==> src/rpsel_pkg.sv <==
// Package of constants for the remappable pin select block
package rpsel_pkg;
   // ==================================================
   // Register map (word offsets chosen for this block)
   localparam logic [3:0] ADDR_IN_SEL = 4'h0;   // Input route register
   localparam logic [3:0] ADDR_OUT_SEL = 4'h1;  // Output route register
   localparam logic [3:0] ADDR_STATUS = 4'h2;   // Live routed SPI2 input and pin 38/39 output levels
   // ==================================================
   // Field positions
   localparam int CLK_SEL_LSB = 8;   // Clock source field low bit
   localparam int DAT_SEL_LSB = 0;   // Data source field low bit
   localparam int P39_SEL_LSB = 8;   // Pin 39 function field low bit
   localparam int P38_SEL_LSB = 0;   // Pin 38 function field low bit
   localparam int IN_SEL_W = 7;      // Input selection width
   localparam int OUT_SEL_W = 6;     // Output function width
   // ==================================================
   // Reset values and writable masks
   localparam logic [15:0] IN_SEL_RESET = 16'h0000;   // Input route reset
   localparam logic [15:0] OUT_SEL_RESET = 16'h0000;  // Output route reset
   localparam logic [15:0] IN_SEL_MASK = 16'h7F7F;    // Implemented input bits
   localparam logic [15:0] OUT_SEL_MASK = 16'h3F3F;   // Implemented output bits
   // ==================================================
   // Input source codes
   localparam logic [6:0] SRC_GROUND = 7'h00;  // Tied low
   localparam logic [6:0] SRC_COMPARATOR1_OUTPUT = 7'h01;    // Comparator one output
   localparam logic [6:0] SRC_MAX = 7'h79;     // Highest remappable input
endpackage

==> src/rpsel_src_mux.sv <==
// Registered source selector for one peripheral input
`timescale 1ns/1ps
module rpsel_src_mux #(
   parameter int NSRC = 122   // Number of selectable codes
)(
   input wire logic clk,              // System clock
   input wire logic reset,            // Synchronous reset
   input wire logic [6:0] sel,        // Source code
   input wire logic [NSRC-1:0] srcs,  // Source levels by code
   output logic q                     // Registered routed level
);
   logic q_next;  // Selected level
   initial
   begin
      if (NSRC < 2 || NSRC > 128)
         $error("NSRC out of range");
   end
   // Pick source, out of range codes read ground
   always_comb
   begin
      q_next = 1'b0;
      if (32'(sel) < NSRC)
         q_next = srcs[sel];
   end
   // Register the routed level
   always_ff @(posedge clk)
   begin
      if (reset)
         q <= 1'b0;
      else
         q <= q_next;
   end
endmodule

==> src/rpsel_top.sv <==
// Remappable pin select: SPI2 input routing and pin 38/39 output routing
//
// Decided for this implementation: the placing of the registers and strobed register access.
`timescale 1ns/1ps
// Notes on behaviour
// Bits 14-8 pick SPI2 clock source
// Bits 6-0 pick SPI2 data source
// Code 0 ground, 1 comparator, up to pin 121
// Bits 5-0 pick pin 38 function
// Bits 13-8 pick pin 39 function
// Unused register bits read as zero
// New selection applies next cycle after write
module rpsel_top #(
   parameter int NFUNC = 64   // Peripheral output functions
)(
   input wire logic clk,                     // System clock
   input wire logic reset,                   // Synchronous reset, active high
   input wire logic [3:0] addr,              // Register word address
   input wire logic [15:0] wdata,            // Write data
   input wire logic wr,                      // Write strobe
   input wire logic rd,                      // Read strobe
   output logic [15:0] rdata,                // Read data, cycle after read
   input wire logic comparator1_output,      // Comparator one level
   input wire logic [121:2] remap_in,        // Remappable input pins by number
   input wire logic [NFUNC-1:0] periph_out,  // Peripheral output functions by number
   output logic spi2_clock_in,               // Routed SPI2 clock input
   output logic spi2_data_in,                // Routed SPI2 data input
   output logic pin38_out,                   // Remappable pin 38 drive
   output logic pin39_out                    // Remappable pin 39 drive
);
   // ==================================================
   // Registers
   logic [15:0] in_sel_reg, in_sel_next;    // Input route register
   logic [15:0] out_sel_reg, out_sel_next;  // Output route register
   logic [15:0] rdata_next;                 // Read data next
   logic pin38_next, pin39_next;            // Output pin levels next
   logic [5:0] f38, f39;                    // Function numbers
   logic [127:0] srcs;                      // Input source vector
   initial
   begin
      if (NFUNC < 1 || NFUNC > 64)
         $error("NFUNC out of range");
   end
   // Register write decode, masked so unused bits stay zero
   always_comb
   begin
      in_sel_next = in_sel_reg;
      out_sel_next = out_sel_reg;
      if (wr && addr == rpsel_pkg::ADDR_IN_SEL)
         in_sel_next = wdata & rpsel_pkg::IN_SEL_MASK;
      if (wr && addr == rpsel_pkg::ADDR_OUT_SEL)
         out_sel_next = wdata & rpsel_pkg::OUT_SEL_MASK;
   end
   // Read mux, unmapped reads zero
   always_comb
   begin
      rdata_next = 16'h0000;
      if (rd)
      begin
         case (addr)
            rpsel_pkg::ADDR_IN_SEL: rdata_next = in_sel_reg;
            rpsel_pkg::ADDR_OUT_SEL: rdata_next = out_sel_reg;
            rpsel_pkg::ADDR_STATUS:
               rdata_next = {12'h000, pin39_out, pin38_out, spi2_data_in, spi2_clock_in};
            default: rdata_next = 16'h0000;
         endcase
      end
   end
   // Register state
   always_ff @(posedge clk)
   begin
      if (reset)
      begin
         in_sel_reg <= rpsel_pkg::IN_SEL_RESET;
         out_sel_reg <= rpsel_pkg::OUT_SEL_RESET;
         rdata <= 16'h0000;
         pin38_out <= 1'b0;
         pin39_out <= 1'b0;
      end
      else
      begin
         in_sel_reg <= in_sel_next;
         out_sel_reg <= out_sel_next;
         rdata <= rdata_next;
         pin38_out <= pin38_next;
         pin39_out <= pin39_next;
      end
   end
   // ==================================================
   // Input routing: code 0 ground, 1 comparator, 2..121 pins
   assign srcs = {6'h00, remap_in, comparator1_output, 1'b0};
   rpsel_src_mux #(.NSRC(122)) u_clk_mux (
      .clk(clk),
      .reset(reset),
      .sel(in_sel_reg[rpsel_pkg::CLK_SEL_LSB +: rpsel_pkg::IN_SEL_W]),
      .srcs(srcs[121:0]),
      .q(spi2_clock_in)
   );
   rpsel_src_mux #(.NSRC(122)) u_dat_mux (
      .clk(clk),
      .reset(reset),
      .sel(in_sel_reg[rpsel_pkg::DAT_SEL_LSB +: rpsel_pkg::IN_SEL_W]),
      .srcs(srcs[121:0]),
      .q(spi2_data_in)
   );
   // ==================================================
   // Output routing: function 0 drives low
   assign f38 = out_sel_reg[rpsel_pkg::P38_SEL_LSB +: rpsel_pkg::OUT_SEL_W];
   assign f39 = out_sel_reg[rpsel_pkg::P39_SEL_LSB +: rpsel_pkg::OUT_SEL_W];
   always_comb
   begin
      pin38_next = 1'b0;
      pin39_next = 1'b0;
      if (f38 != 6'h00 && 32'(f38) < NFUNC)
         pin38_next = periph_out[f38];
      if (f39 != 6'h00 && 32'(f39) < NFUNC)
         pin39_next = periph_out[f39];
   end
   // ==================================================
   // Checks: register contents

   // Input route never holds an unused bit
   a_in_unused_zero: assert property (@(posedge clk) disable iff (reset)
      (in_sel_reg & ~rpsel_pkg::IN_SEL_MASK) == 16'h0000)
      else $error("input route unused bits set");

   // Output route never holds an unused bit
   a_out_unused_zero: assert property (@(posedge clk) disable iff (reset)
      (out_sel_reg & ~rpsel_pkg::OUT_SEL_MASK) == 16'h0000)
      else $error("output route unused bits set");

   // Input route write lands, masked
   a_in_write_takes: assert property (@(posedge clk) disable iff (reset)
      wr && addr == rpsel_pkg::ADDR_IN_SEL |=>
      in_sel_reg == ($past(wdata) & rpsel_pkg::IN_SEL_MASK))
      else $error("input route write lost");

   // Output route write lands, masked
   a_out_write_takes: assert property (@(posedge clk) disable iff (reset)
      wr && addr == rpsel_pkg::ADDR_OUT_SEL |=>
      out_sel_reg == ($past(wdata) & rpsel_pkg::OUT_SEL_MASK))
      else $error("output route write lost");

   // Input route holds without a write to it
   a_in_sel_holds: assert property (@(posedge clk) disable iff (reset)
      !(wr && addr == rpsel_pkg::ADDR_IN_SEL) |=> $stable(in_sel_reg))
      else $error("input route changed without write");

   // Output route holds without a write to it
   a_out_sel_holds: assert property (@(posedge clk) disable iff (reset)
      !(wr && addr == rpsel_pkg::ADDR_OUT_SEL) |=> $stable(out_sel_reg))
      else $error("output route changed without write");

   // Reset clears registers and every output
   a_reset_quiet: assert property (@(posedge clk)
      reset |=> rdata == 16'h0000 && in_sel_reg == 16'h0000 && out_sel_reg == 16'h0000
      && !spi2_clock_in && !spi2_data_in && !pin38_out && !pin39_out)
      else $error("reset left state set");

   // ==================================================
   // Checks: register reads

   // No read strobe gives zero read data
   a_rdata_idle: assert property (@(posedge clk) disable iff (reset)
      !rd |=> rdata == 16'h0000)
      else $error("read data without strobe");

   // Input route reads back
   a_read_in_sel: assert property (@(posedge clk) disable iff (reset)
      rd && addr == rpsel_pkg::ADDR_IN_SEL |=> rdata == $past(in_sel_reg))
      else $error("input route read wrong");

   // Output route reads back
   a_read_out_sel: assert property (@(posedge clk) disable iff (reset)
      rd && addr == rpsel_pkg::ADDR_OUT_SEL |=> rdata == $past(out_sel_reg))
      else $error("output route read wrong");

   // Status shows routed levels at the read edge
   a_read_status: assert property (@(posedge clk) disable iff (reset)
      rd && addr == rpsel_pkg::ADDR_STATUS |=>
      rdata == {12'h000, $past(pin39_out), $past(pin38_out), $past(spi2_data_in),
      $past(spi2_clock_in)})
      else $error("status read wrong");

   // ==================================================
   // Checks: input routing

   // Clock code 0 drives ground
   a_clk_ground: assert property (@(posedge clk) disable iff (reset)
      in_sel_reg[14:8] == 7'h00 |=> !spi2_clock_in)
      else $error("ground source not low");

   // Data code 0 drives ground
   a_dat_ground: assert property (@(posedge clk) disable iff (reset)
      in_sel_reg[6:0] == 7'h00 |=> !spi2_data_in)
      else $error("data ground source not low");

   // Data code 1 follows the comparator
   a_dat_cmp: assert property (@(posedge clk) disable iff (reset)
      in_sel_reg[6:0] == 7'h01 |=> spi2_data_in == $past(comparator1_output))
      else $error("comparator source wrong");

   // Clock code 1 follows the comparator
   a_clk_cmp: assert property (@(posedge clk) disable iff (reset)
      in_sel_reg[14:8] == 7'h01 |=> spi2_clock_in == $past(comparator1_output))
      else $error("clock comparator source wrong");

   // Clock top code follows pin 121
   a_clk_pin121: assert property (@(posedge clk) disable iff (reset)
      in_sel_reg[14:8] == 7'h79 |=> spi2_clock_in == $past(remap_in[121]))
      else $error("pin 121 source wrong");

   // Data top code follows pin 121
   a_dat_pin121: assert property (@(posedge clk) disable iff (reset)
      in_sel_reg[6:0] == 7'h79 |=> spi2_data_in == $past(remap_in[121]))
      else $error("data pin 121 source wrong");

   // Clock codes past the last pin read ground
   a_clk_beyond: assert property (@(posedge clk) disable iff (reset)
      in_sel_reg[14:8] > rpsel_pkg::SRC_MAX |=> !spi2_clock_in)
      else $error("unused clock code not low");

   // ==================================================
   // Checks: output routing

   // Pin 38 follows function 1
   a_pin38_route: assert property (@(posedge clk) disable iff (reset)
      f38 == 6'h01 |=> pin38_out == $past(periph_out[1]))
      else $error("pin 38 routing wrong");

   // Pin 39 follows function 2
   a_pin39_route: assert property (@(posedge clk) disable iff (reset)
      f39 == 6'h02 |=> pin39_out == $past(periph_out[2]))
      else $error("pin 39 routing wrong");

   // Function 0 drives pin 38 low
   a_pin38_off: assert property (@(posedge clk) disable iff (reset)
      f38 == 6'h00 |=> !pin38_out)
      else $error("pin 38 not low");

   // Function 0 drives pin 39 low
   a_pin39_off: assert property (@(posedge clk) disable iff (reset)
      f39 == 6'h00 |=> !pin39_out)
      else $error("pin 39 not low");

   // A written function 0 drives pin 38 low two edges on
   a_write_applies: assert property (@(posedge clk) disable iff (reset)
      wr && addr == rpsel_pkg::ADDR_OUT_SEL && wdata[5:0] == 6'h00 ##1 !wr |=> !pin38_out)
      else $error("new selection not applied");
endmodule

==> config.mk <==
export PLATFORM = sky130hd
export DESIGN_NAME = rpsel_top
export DESIGN_NICKNAME = d
export VERILOG_FILES = /design/src/rpsel_pkg.sv /design/src/rpsel_src_mux.sv /design/src/rpsel_top.sv
export SDC_FILE = /design/constraint.sdc
export NUM_CORES = 1
export LEC_CHECK = 0
export BUFFER_PORTS_ARGS = -buffer_cell sky130_fd_sc_hd__buf_2
export CAP_MARGIN = 10
export CORE_ASPECT_RATIO = 1.4
export CORE_MARGIN = 2
export CORE_UTILIZATION = 52
export DETAILED_ROUTE_END_ITERATION = 10
export PLACE_DENSITY_LB_ADDON = 0.15
export SYNTH_ARGS = -nofsm -noshare
export SYNTH_HDL_FRONTEND = slang
export SYNTH_SLANG_ARGS = --single-unit
export TNS_END_PERCENT = 50
==> constraint.sdc <==
create_clock -name clk -period 3.4 [get_ports clk]
set_input_delay 0.68 -clock clk [delete_from_list [all_inputs] [get_ports clk]]
set_output_delay 0.68 -clock clk [all_outputs]
set_load 0.05 [all_outputs]
=== After elaboration in Yosys (flattened, before gate mapping) ===
Index checks and enable logic that the tools add are counted.

* Logic and storage cells: 39
* Bits in registers: 46
* Input bits: 209
* Output and inout port bits: 20

* Equal/unequal tests: 2
* Mux-type cells: 9
* Bitwise operators: 5
* Order comparisons: 6
* Reduce and logical (&&, ||, !) cells: 10

{| class="wikitable"
|+ Operator list
! operator !! number
|-
| 15-bit one-hot mux with 3 select lines || 1
|-
| 7-bit by 8-bit < comparator with 1-bit output, second input constant || 2
|-
| 1-bit binary-select mux with 7-bit select || 2
|-
| 6-bit by 7-bit < comparator with 1-bit output, second input constant || 2
|-
| 7-bit < comparator, second input constant || 2
|-
| 1-bit binary-select mux with 6-bit select || 2
|-
| 6-bit nonzero test || 2
|-
| 2-bit OR reduction || 5
|-
| 1-bit inverter || 5
|-
| 4-bit by 1-bit equality test with 1-bit output, second input constant || 1
|-
| 4-bit by 2-bit equality test with 1-bit output, second input constant || 1
|-
| 4-bit zero test || 1
|-
| 1-bit 2-to-1 mux || 4
|-
| 1-bit logical AND || 2
|}

=== Longest topological paths before layout ===
Gate-level depths: netlist (run 1).

* Depth after elaboration: 3
* Mapped depth: 10
* Depth with buffers taken out: 6

=== Modules after synthesis ===
Synthesis (run 1) repeated with hierarchy kept, for this count alone.

* Cells, all modules: 476
* Area, all modules: 5178.7 um2

{| class="wikitable"
|+ Modules (own cells, without submodules)
! module !! area each (um2) !! cells each !! instances
|-
| rpsel_top || 2758.9 || 280 || 1
|-
| rpsel_src_mux || 1209.9 || 98 || 2
|}

=== Worst setup path after synthesis (run 1) ===
OpenSTA, ideal clock, no wires.

* Path kind: input to register
* Start: input periph_out[63]
* End: register pin39_out
* Buffers on the path: 0
* Slack: 1119 ps
* Cell stages on the path: 4
* Arrival time: 2153 ps
* Cells stage by stage: mux4_2 > mux4_2 > mux4_2 > nor2b_1

* Longest elaborated chain between the ends: 2

{| class="wikitable"
|+ RTL lines
! what !! RTL line !! source
|-
| start: declaration || rpsel_top.sv:25 || <nowiki>input wire logic [NFUNC-1:0] periph_out,</nowiki>
|-
| 1-bit binary-select mux with 6-bit select || rpsel_top.sv:117 || <nowiki>pin39_next = periph_out[f39];</nowiki>
|-
| 1-bit 2-to-1 mux (implied by the code) || rpsel_top.sv:117 ||
|-
| end signal: assignment || rpsel_top.sv:86 || <nowiki>pin39_out <= pin39_next;</nowiki>
|-
| end: declaration || rpsel_top.sv:29 || <nowiki>output logic pin39_out</nowiki>
|}

No other way between the ends. The select of a mux whose other input is x is not followed.
A chain may end at the register's enable or synchronous reset.

=== Final worst setup path (run 1) ===
* Start: register out_sel_reg[8]
* End: register pin39_out

* Longest elaborated chain between the ends: 3
* Elaborated cells between the ends (all ways): 5

{| class="wikitable"
|+ RTL lines
! what !! RTL line !! source
|-
| start: declaration || rpsel_top.sv:34 || <nowiki>logic [15:0] out_sel_reg, out_sel_next;</nowiki>
|-
| start signal: assignment || rpsel_top.sv:75 || <nowiki>out_sel_reg <= rpsel_pkg::OUT_SEL_RESET;</nowiki>
|-
| start signal: assignment || rpsel_top.sv:83 || <nowiki>out_sel_reg <= out_sel_next;</nowiki>
|-
| parallel branches: the longest is 3 deep, another holds 1-bit binary-select mux with 6-bit select || -- ||
|}

Several ways; the timed one is not identified. The select of a mux whose other input is x is not followed.

==> impl_results.md, run 1 <==
- DRT iter0 DRCs: 193
- Max Cap Viol: 0
- Yosys warnings: 0
- Row count: 41
- Largest net degree at the start of global routing: 34
- Hold_buf cts: 0
- Sw Pwr: 355 uW
- Fmax: 334 MHz
- CTS tree: yes
- FILL cells: 758
- Final WL: 15400 um
- Drt drc: 0
- Core Region: 8980 um2
- Initial Utilization: 0.535
- Final min period: 2.99 ns
- Multi-input gate area: 3670 um2
- Hold EP: out_sel_reg[0]$_SDFFE_PP0P_
- DP HPWL: 12300 um
- Worst-path clk slew: 0.06 ns
- RSZ-0062 raised after global routing: no
- Die height: 118 um
- Setup TNS: 0 ns
- First-pass GRT wire length: 24800 um
- Clock share of power: 0.375
- Die footprint: 10000 um2
- Port Buf Inserts: 224
- Placed inst area: 5900 um2
- DR vias/cell: 6.33
- Startpoint types: register
- Fin. max-slew vios: 0
- Synthesis-to-layout area growth: 26.3%
- Total GRT Usage: 0.306
- Register area share after synthesis: 0.183
- Initial antenna violation count: 0
- ANT nets after route: 0
- Fin nets: 880
- Register area: 885 um2
- CP arrival: 3.14 ns
- Final hold vios: 0
- Worst Hold Depth: 2
- Later-pin clock latency in the skew report: 0.29 ns
- Combinational Power Share: 0.248
- Post-Layout Inst Area: 6060 um2
- Diode count: 0
- Critical path startpoint: out_sel_reg[8]$_SDFFE_PP0P_
- Num CTS Buffers: 5
- FF-to-FF setup slack: 0.41 ns
- Layout cells sized above 1: 0.490
- Status: finished, final reports clean
- Grt ovf: 0
- R2r endpoint: pin39_out$_SDFF_PP0_
- Crit path max fanout: 19
- Reg-to-Reg Start: out_sel_reg[8]$_SDFFE_PP0P_
- EDFF count, synth: 0
- # IOs: 229
- Worst rel slew slack: 0.261
- Sw Share: 0.249
- Internal power: 1070 uW
- Critical path type: register to register
- Critical path required time: 3.55 ns
- Min-delay worst type: register to register
- Unique cell type count in the Yosys netlist: 46
- Total power: 1430 uW
- Async S/R FF share, synth: 0
- Post-CTS Setup Bufs: 0
- # clock sinks: 44
- Post-Syn Area: 4800 um2
- Final Wtd Congestion: 0.954
- Die X: 85.2 um
- PD cells: 235 nW/um2
- Sequential share of power: 0.377
- Synth Instances: 480
- WL per Instance: 19.7 um
- Crit end category: register
- Tcrit/Tclk final: 0.880
- Synth Register Bits: 44
- Cts repair resizes: 0
- R2R depth: 4
- Slew at the pin closest to its max-slew limit: 1.11 ns
- Clk root buf: clkbuf_16
- Via count: 4934
- Count of final setup violators: 0
- Number of global-route vias before repair: 5319
- VDD IR-drop max: 243 uV
- Htree depth: 2
- Max clock buf depth: 2
- HP Start: out_sel_reg[0]$_SDFFE_PP0P_
- TritonRoute pass-1 iters: 5
- Skew final: 0.00580 ns
- Avg Inst Size Synth: 10.0 um2
- Cells after DPL: 771
- P_leak: 0.00225 uW
- Final cell count without fillers: 779
- Most used flip-flop cell after synthesis: dfxtp_1
-- cell usage after synthesis (2+ instances only) --
library cell / n / area (um2)
buf_6: 2 / 22.5
o22ai_1: 5 / 31.3
clkbuf_1: 25 / 93.8
buf_4: 5 / 37.5
dfxtp_1: 44 / 881
nand2b_1: 7 / 43.8
buf_2: 14 / 70.1
a211oi_1: 8 / 60.1
mux2i_1: 54 / 541
nor2_1: 28 / 105
and3_1: 3 / 18.8
nand2_1: 69 / 259
mux4_2: 78 / 1760
a31oi_1: 2 / 12.5
o21ai_0: 6 / 30.0
nor3_1: 2 / 10.0
nor4_1: 7 / 43.8
o32ai_1: 2 / 17.5
a2111oi_0: 3 / 26.3
and2_1: 2 / 12.5
a22oi_1: 11 / 82.6
mux2_2: 5 / 56.3
nand3_1: 11 / 55.1
a211o_1: 2 / 17.5
buf_1: 6 / 22.5
nor2b_1: 16 / 100
or4_1: 2 / 15.0
mux2_1: 4 / 45.0
inv_1: 3 / 11.3
a21oi_1: 38 / 190
-- how the worst max path moves through the flow --
| stage | to | slack [ns] | cells after the start |
|---|---|---|---|
| after detailed placement | pin39_out$_SDFF_PP0_ | 0.39 | 4 |
| final | pin39_out$_SDFF_PP0_ | 0.41 | 4 |
| after global placement | pin39_out$_SDFF_PP0_ | 0.48 | 4 |
| after floorplan | pin39_out$_SDFF_PP0_ | 1.12 | 4 |
| after global routing | pin39_out$_SDFF_PP0_ | 0.27 | 4 |
| after CTS | pin39_out$_SDFF_PP0_ | 0.38 | 4 |
-- layout by cell type (no fill, tap or decap), drive strengths merged, types with 6 or more instances in the layout --
| cell type | instances |
|---|---|
| nor2b | 16 |
| buf | 235 |
| mux2 | 9 |
| nor2 | 28 |
| nand3 | 11 |
| nand2 | 69 |
| o21ai | 7 |
| nand2b | 7 |
| a211oi | 8 |
| a22oi | 11 |
| mux2i | 54 |
| mux4 | 78 |
| clkbuf | 6 |
| a21oi | 38 |
| nor4 | 7 |
| dfxtp | 44 |
-- through the flow --
stage                     hold slack (ns)   util  worst slack (ns)
after global routing                0.525  0.676             0.272
after global placement              0.476  0.657             0.485
after detailed placement            0.501  0.657             0.389
after CTS                           0.509  0.676             0.379
final                               0.509  0.676             0.409
after floorplan                     0.455      -              1.12
-- area by class of cell --
| type | instances | share of cell area |
|---|---|---|
| repair buffers | 235 | 0.198 |
| well taps | 107 | 0.0221 |
| flip-flops and latches | 44 | 0.146 |
| clock inverters | 2 | 0.00578 |
| inverters | 3 | 0.00186 |
| multi-input cells | 382 | 0.605 |
| clock buffers | 6 | 0.0213 |
-- per-layer routing --
layer / GRT usage / vias to the layer above / share of wire
li1: - / 2263 / -
met5: 0 / - / 0
met1: 0.342 / 2393 / 0.36
met3: 0.0372 / 40 / 0.068
met4: 0.135 / 0 / 0.034
met2: 0.568 / 238 / 0.54
-- cell families after synthesis --
family	Yosys count	synth area share
flops	44	0.183
buf+inv	55	0.0537
mux	141	0.499
simple gates	150	0.143
compound gates	89	0.120
other cells	1	0.000781
-- power by group through the flow --
stage | registers, uW | logic (uW) | clock network [uW]
after CTS | 539 | 353 | 540
after floorplan | 540 | 184 | 0
after detailed placement | 550 | 351 | 0
after global routing | 540 | 384 | 563
after global placement | 550 | 339 | 0
final | 539 | 354 | 535
-- critical path, stage by stage, from the launching register on --
cell	delay, ns
dfxtp_1	1.05
mux4_2	0.62
mux4_2	0.51
mux4_2	0.51
nor2b_1	0.15
Note: power is estimated with default switching activity, not from simulation.
==> run 2: changes to the inputs <==
CTS_CLUSTER_DIAMETER = 60   (was not set)
RECOVER_POWER = 100   (was not set)
==> run 2 against run 1 <==
Net effect:
- non-clock buffer count is the same
- total power is essentially flat
- wire length is essentially flat
- final area shrank 0.52%
- first-iteration DRC count grew 7.8%
- register-to-register slack lost 0.03 ns
- via count shrank 0.36%
- die area is the same
- critical endpoint unchanged
- highest routed layer unchanged
==> impl_results.md, run 2 (synthesis results as in run 1) <==
- Status: finished, final reports clean
- VDD IR-drop max: 243 uV (about the same)
- Initial Utilization: 0.535 (unchanged)
- Die height: 118 um (unchanged)
- Initial antenna violation count: 0 (unchanged)
- First-pass GRT wire length: 24800 um (unchanged)
- Diode count: 0 (unchanged)
- PD cells: 236 nW/um2 (+0.46%)
- Fin nets: 880 (unchanged)
- Core Region: 8980 um2 (unchanged)
- Slew at the pin closest to its max-slew limit: 1.41 ns (+0.302 ns)
- DR vias/cell: 6.31 (-0.36%)
- CP bufs+invs: 0 (unchanged)
- Fmax: 331 MHz (-0.99%)
- Crit end category: register
- FILL cells: 767 (+1.2%)
- Htree depth: 2 (unchanged)
- Critical path, cell by cell: mux4_2 -> mux4_2 -> mux4_2 -> nor2b_1
- WL per Instance: 19.7 um (about the same)
- Family with the most delay on the worst path: multiplexers
- Most frequent cells in the layout: buf_2 (204), mux4_2 (78), nand2_1 (69)
- Hold_buf cts: 0 (unchanged)
- Clk root buf: clkbuf_16
- DP HPWL: 12300 um (unchanged)
- Startpoint types: register
- Skew final: 0.00590 ns (+0.000105 ns)
- Cts repair resizes: 0 (unchanged)
- Later-pin clock latency in the skew report: 0.29 ns (about the same)
- Crit path max fanout: 19 (unchanged)
- Setup TNS: 0 ns (unchanged)
- Worst rel slew slack: 0.0602 (-0.201)
- RSZ-0062 raised after global routing: no
- Synthesis-to-layout area growth: 25.6%
- Drt drc: 0 (unchanged)
- Min-delay worst type: register to register
- ANT nets after route: 0 (unchanged)
- # IOs: 229 (unchanged)
- Final Wtd Congestion: 0.954 (unchanged)
- Hold Slack: 0.508 ns (-0.000985 ns)
- Worst-path clk slew: 0.06 ns (about the same)
- Multi-input gate area: 3670 um2 (unchanged)
- Critical path required time: 3.52 ns (-0.03 ns)
- P_leak: 0.00216 uW (-4.1%)
- Most common cell after layout, fill and taps aside: buf_2
- Slowest-stage cell, CP: dfxtp_1
- Register area: 885 um2 (unchanged)
- Tcrit/Tclk final: 0.888 (+0.00884)
- Final hold vios: 0 (unchanged)
- Layout cells sized above 1: 0.458 (-0.0313)
- TritonRoute pass-1 iters: 4 (-1)
- Final min period: 3.02 ns (+0.0300 ns)
- Total GRT Usage: 0.306 (unchanged)
- Most common cell on crit path: mux4_2
- CTS tree: yes
- # clock sinks: 44 (unchanged)
- CP arrival: 3.14 ns (about the same)
- Num CTS Buffers: 5 (unchanged)
- Final cell count without fillers: 779 (unchanged)
- Largest net degree at the start of global routing: 34 (unchanged)
- Die X: 85.2 um (unchanged)
- Fin. max-slew vios: 0 (unchanged)
- Row count: 41 (unchanged)
- Count of final setup violators: 0 (unchanged)
- Port Buf Inserts: 224 (unchanged)
- Crit path largest cell delay: 1.05 ns (about the same)
- Critical path type: register to register
- Cells after DPL: 771 (unchanged)
- Post-CTS Setup Bufs: 0 (unchanged)
- Number of global-route vias before repair: 5319 (unchanged)
- Grt ovf: 0 (unchanged)
- Max Cap Viol: 0 (unchanged)
- Max clock buf depth: 2 (unchanged)
- Final WL: 15400 um (about the same)
- Die footprint: 10000 um2 (unchanged)
- Via count: 4916 (-0.36%)
- DRT iter0 DRCs: 208 (+7.8%)
## run 2: cell types whose count changed in the layout (fill, tap and decap cells not counted), moves of 2 or more
cell      change
buf_2        -20
and2_0        +2
clkbuf_1     +21
and2_1        -2
buf_4         -2
## run 2: per-stage QoR
step	instance area, um2	total power [uW]	util	setup WS [ns]
2_1_floorplan	4810	724	-	1.12
3_3_place_gp	5900	889	0.657	0.485
3_5_place_dp	5900	901	0.657	0.389
4_1_cts	6060	1430	0.676	0.379
5_1_grt	6030	1490	0.672	0.234
6_report	6030	1430	0.672	0.379
## run 2: metal layers
| metal | wire length (um) | part of all wire | vias to the layer above | global-route usage |
|---|---|---|---|---|
| met1 | 5540 | 0.36 | 2371 | 0.342 |
| met5 | 0 | 0 | - | 0 |
| li1 | - | - | 2264 | - |
| met3 | 1020 | 0.066 | 42 | 0.0372 |
| met2 | 8280 | 0.54 | 239 | 0.568 |
| met4 | 555 | 0.036 | 0 | 0.135 |
## run 2: layout make-up
type,count,share of cell area
clock buffer,6,0.0214
clock inverter,2,0.00581
inverter,3,0.00187
multi-input combinational,382,0.608
sequential,44,0.147
tap,107,0.0222
timing repair buffer,235,0.194
## run 2: worst min-delay path, delay by kind of cell, from the launching register on
kind,cells,cell delay [ns]
AND/OR/NAND/NOR,1,0.06
AO/OA/AOI/OAI,1,0.06
flip-flops,1,0.33
## run 2: final timing paths
path,from,to,slack [ns],cells past startpoint
worst max-delay path,out_sel_reg[8]$_SDFFE_PP0P_,pin39_out$_SDFF_PP0_,0.38,4
worst min-delay path,out_sel_reg[0]$_SDFFE_PP0P_,out_sel_reg[0]$_SDFFE_PP0P_,0.51,2
worst max register to register,out_sel_reg[8]$_SDFFE_PP0P_,pin39_out$_SDFF_PP0_,0.38,4
worst min register to register,out_sel_reg[0]$_SDFFE_PP0P_,out_sel_reg[0]$_SDFFE_PP0P_,0.51,2
## run 2: power breakdown
group	switching, uW	leakage, uW	total (uW)	internal, uW
registers	17.7	0.000356	539	521
clock network	189	0.0000808	535	345
logic	148	0.00172	353	205
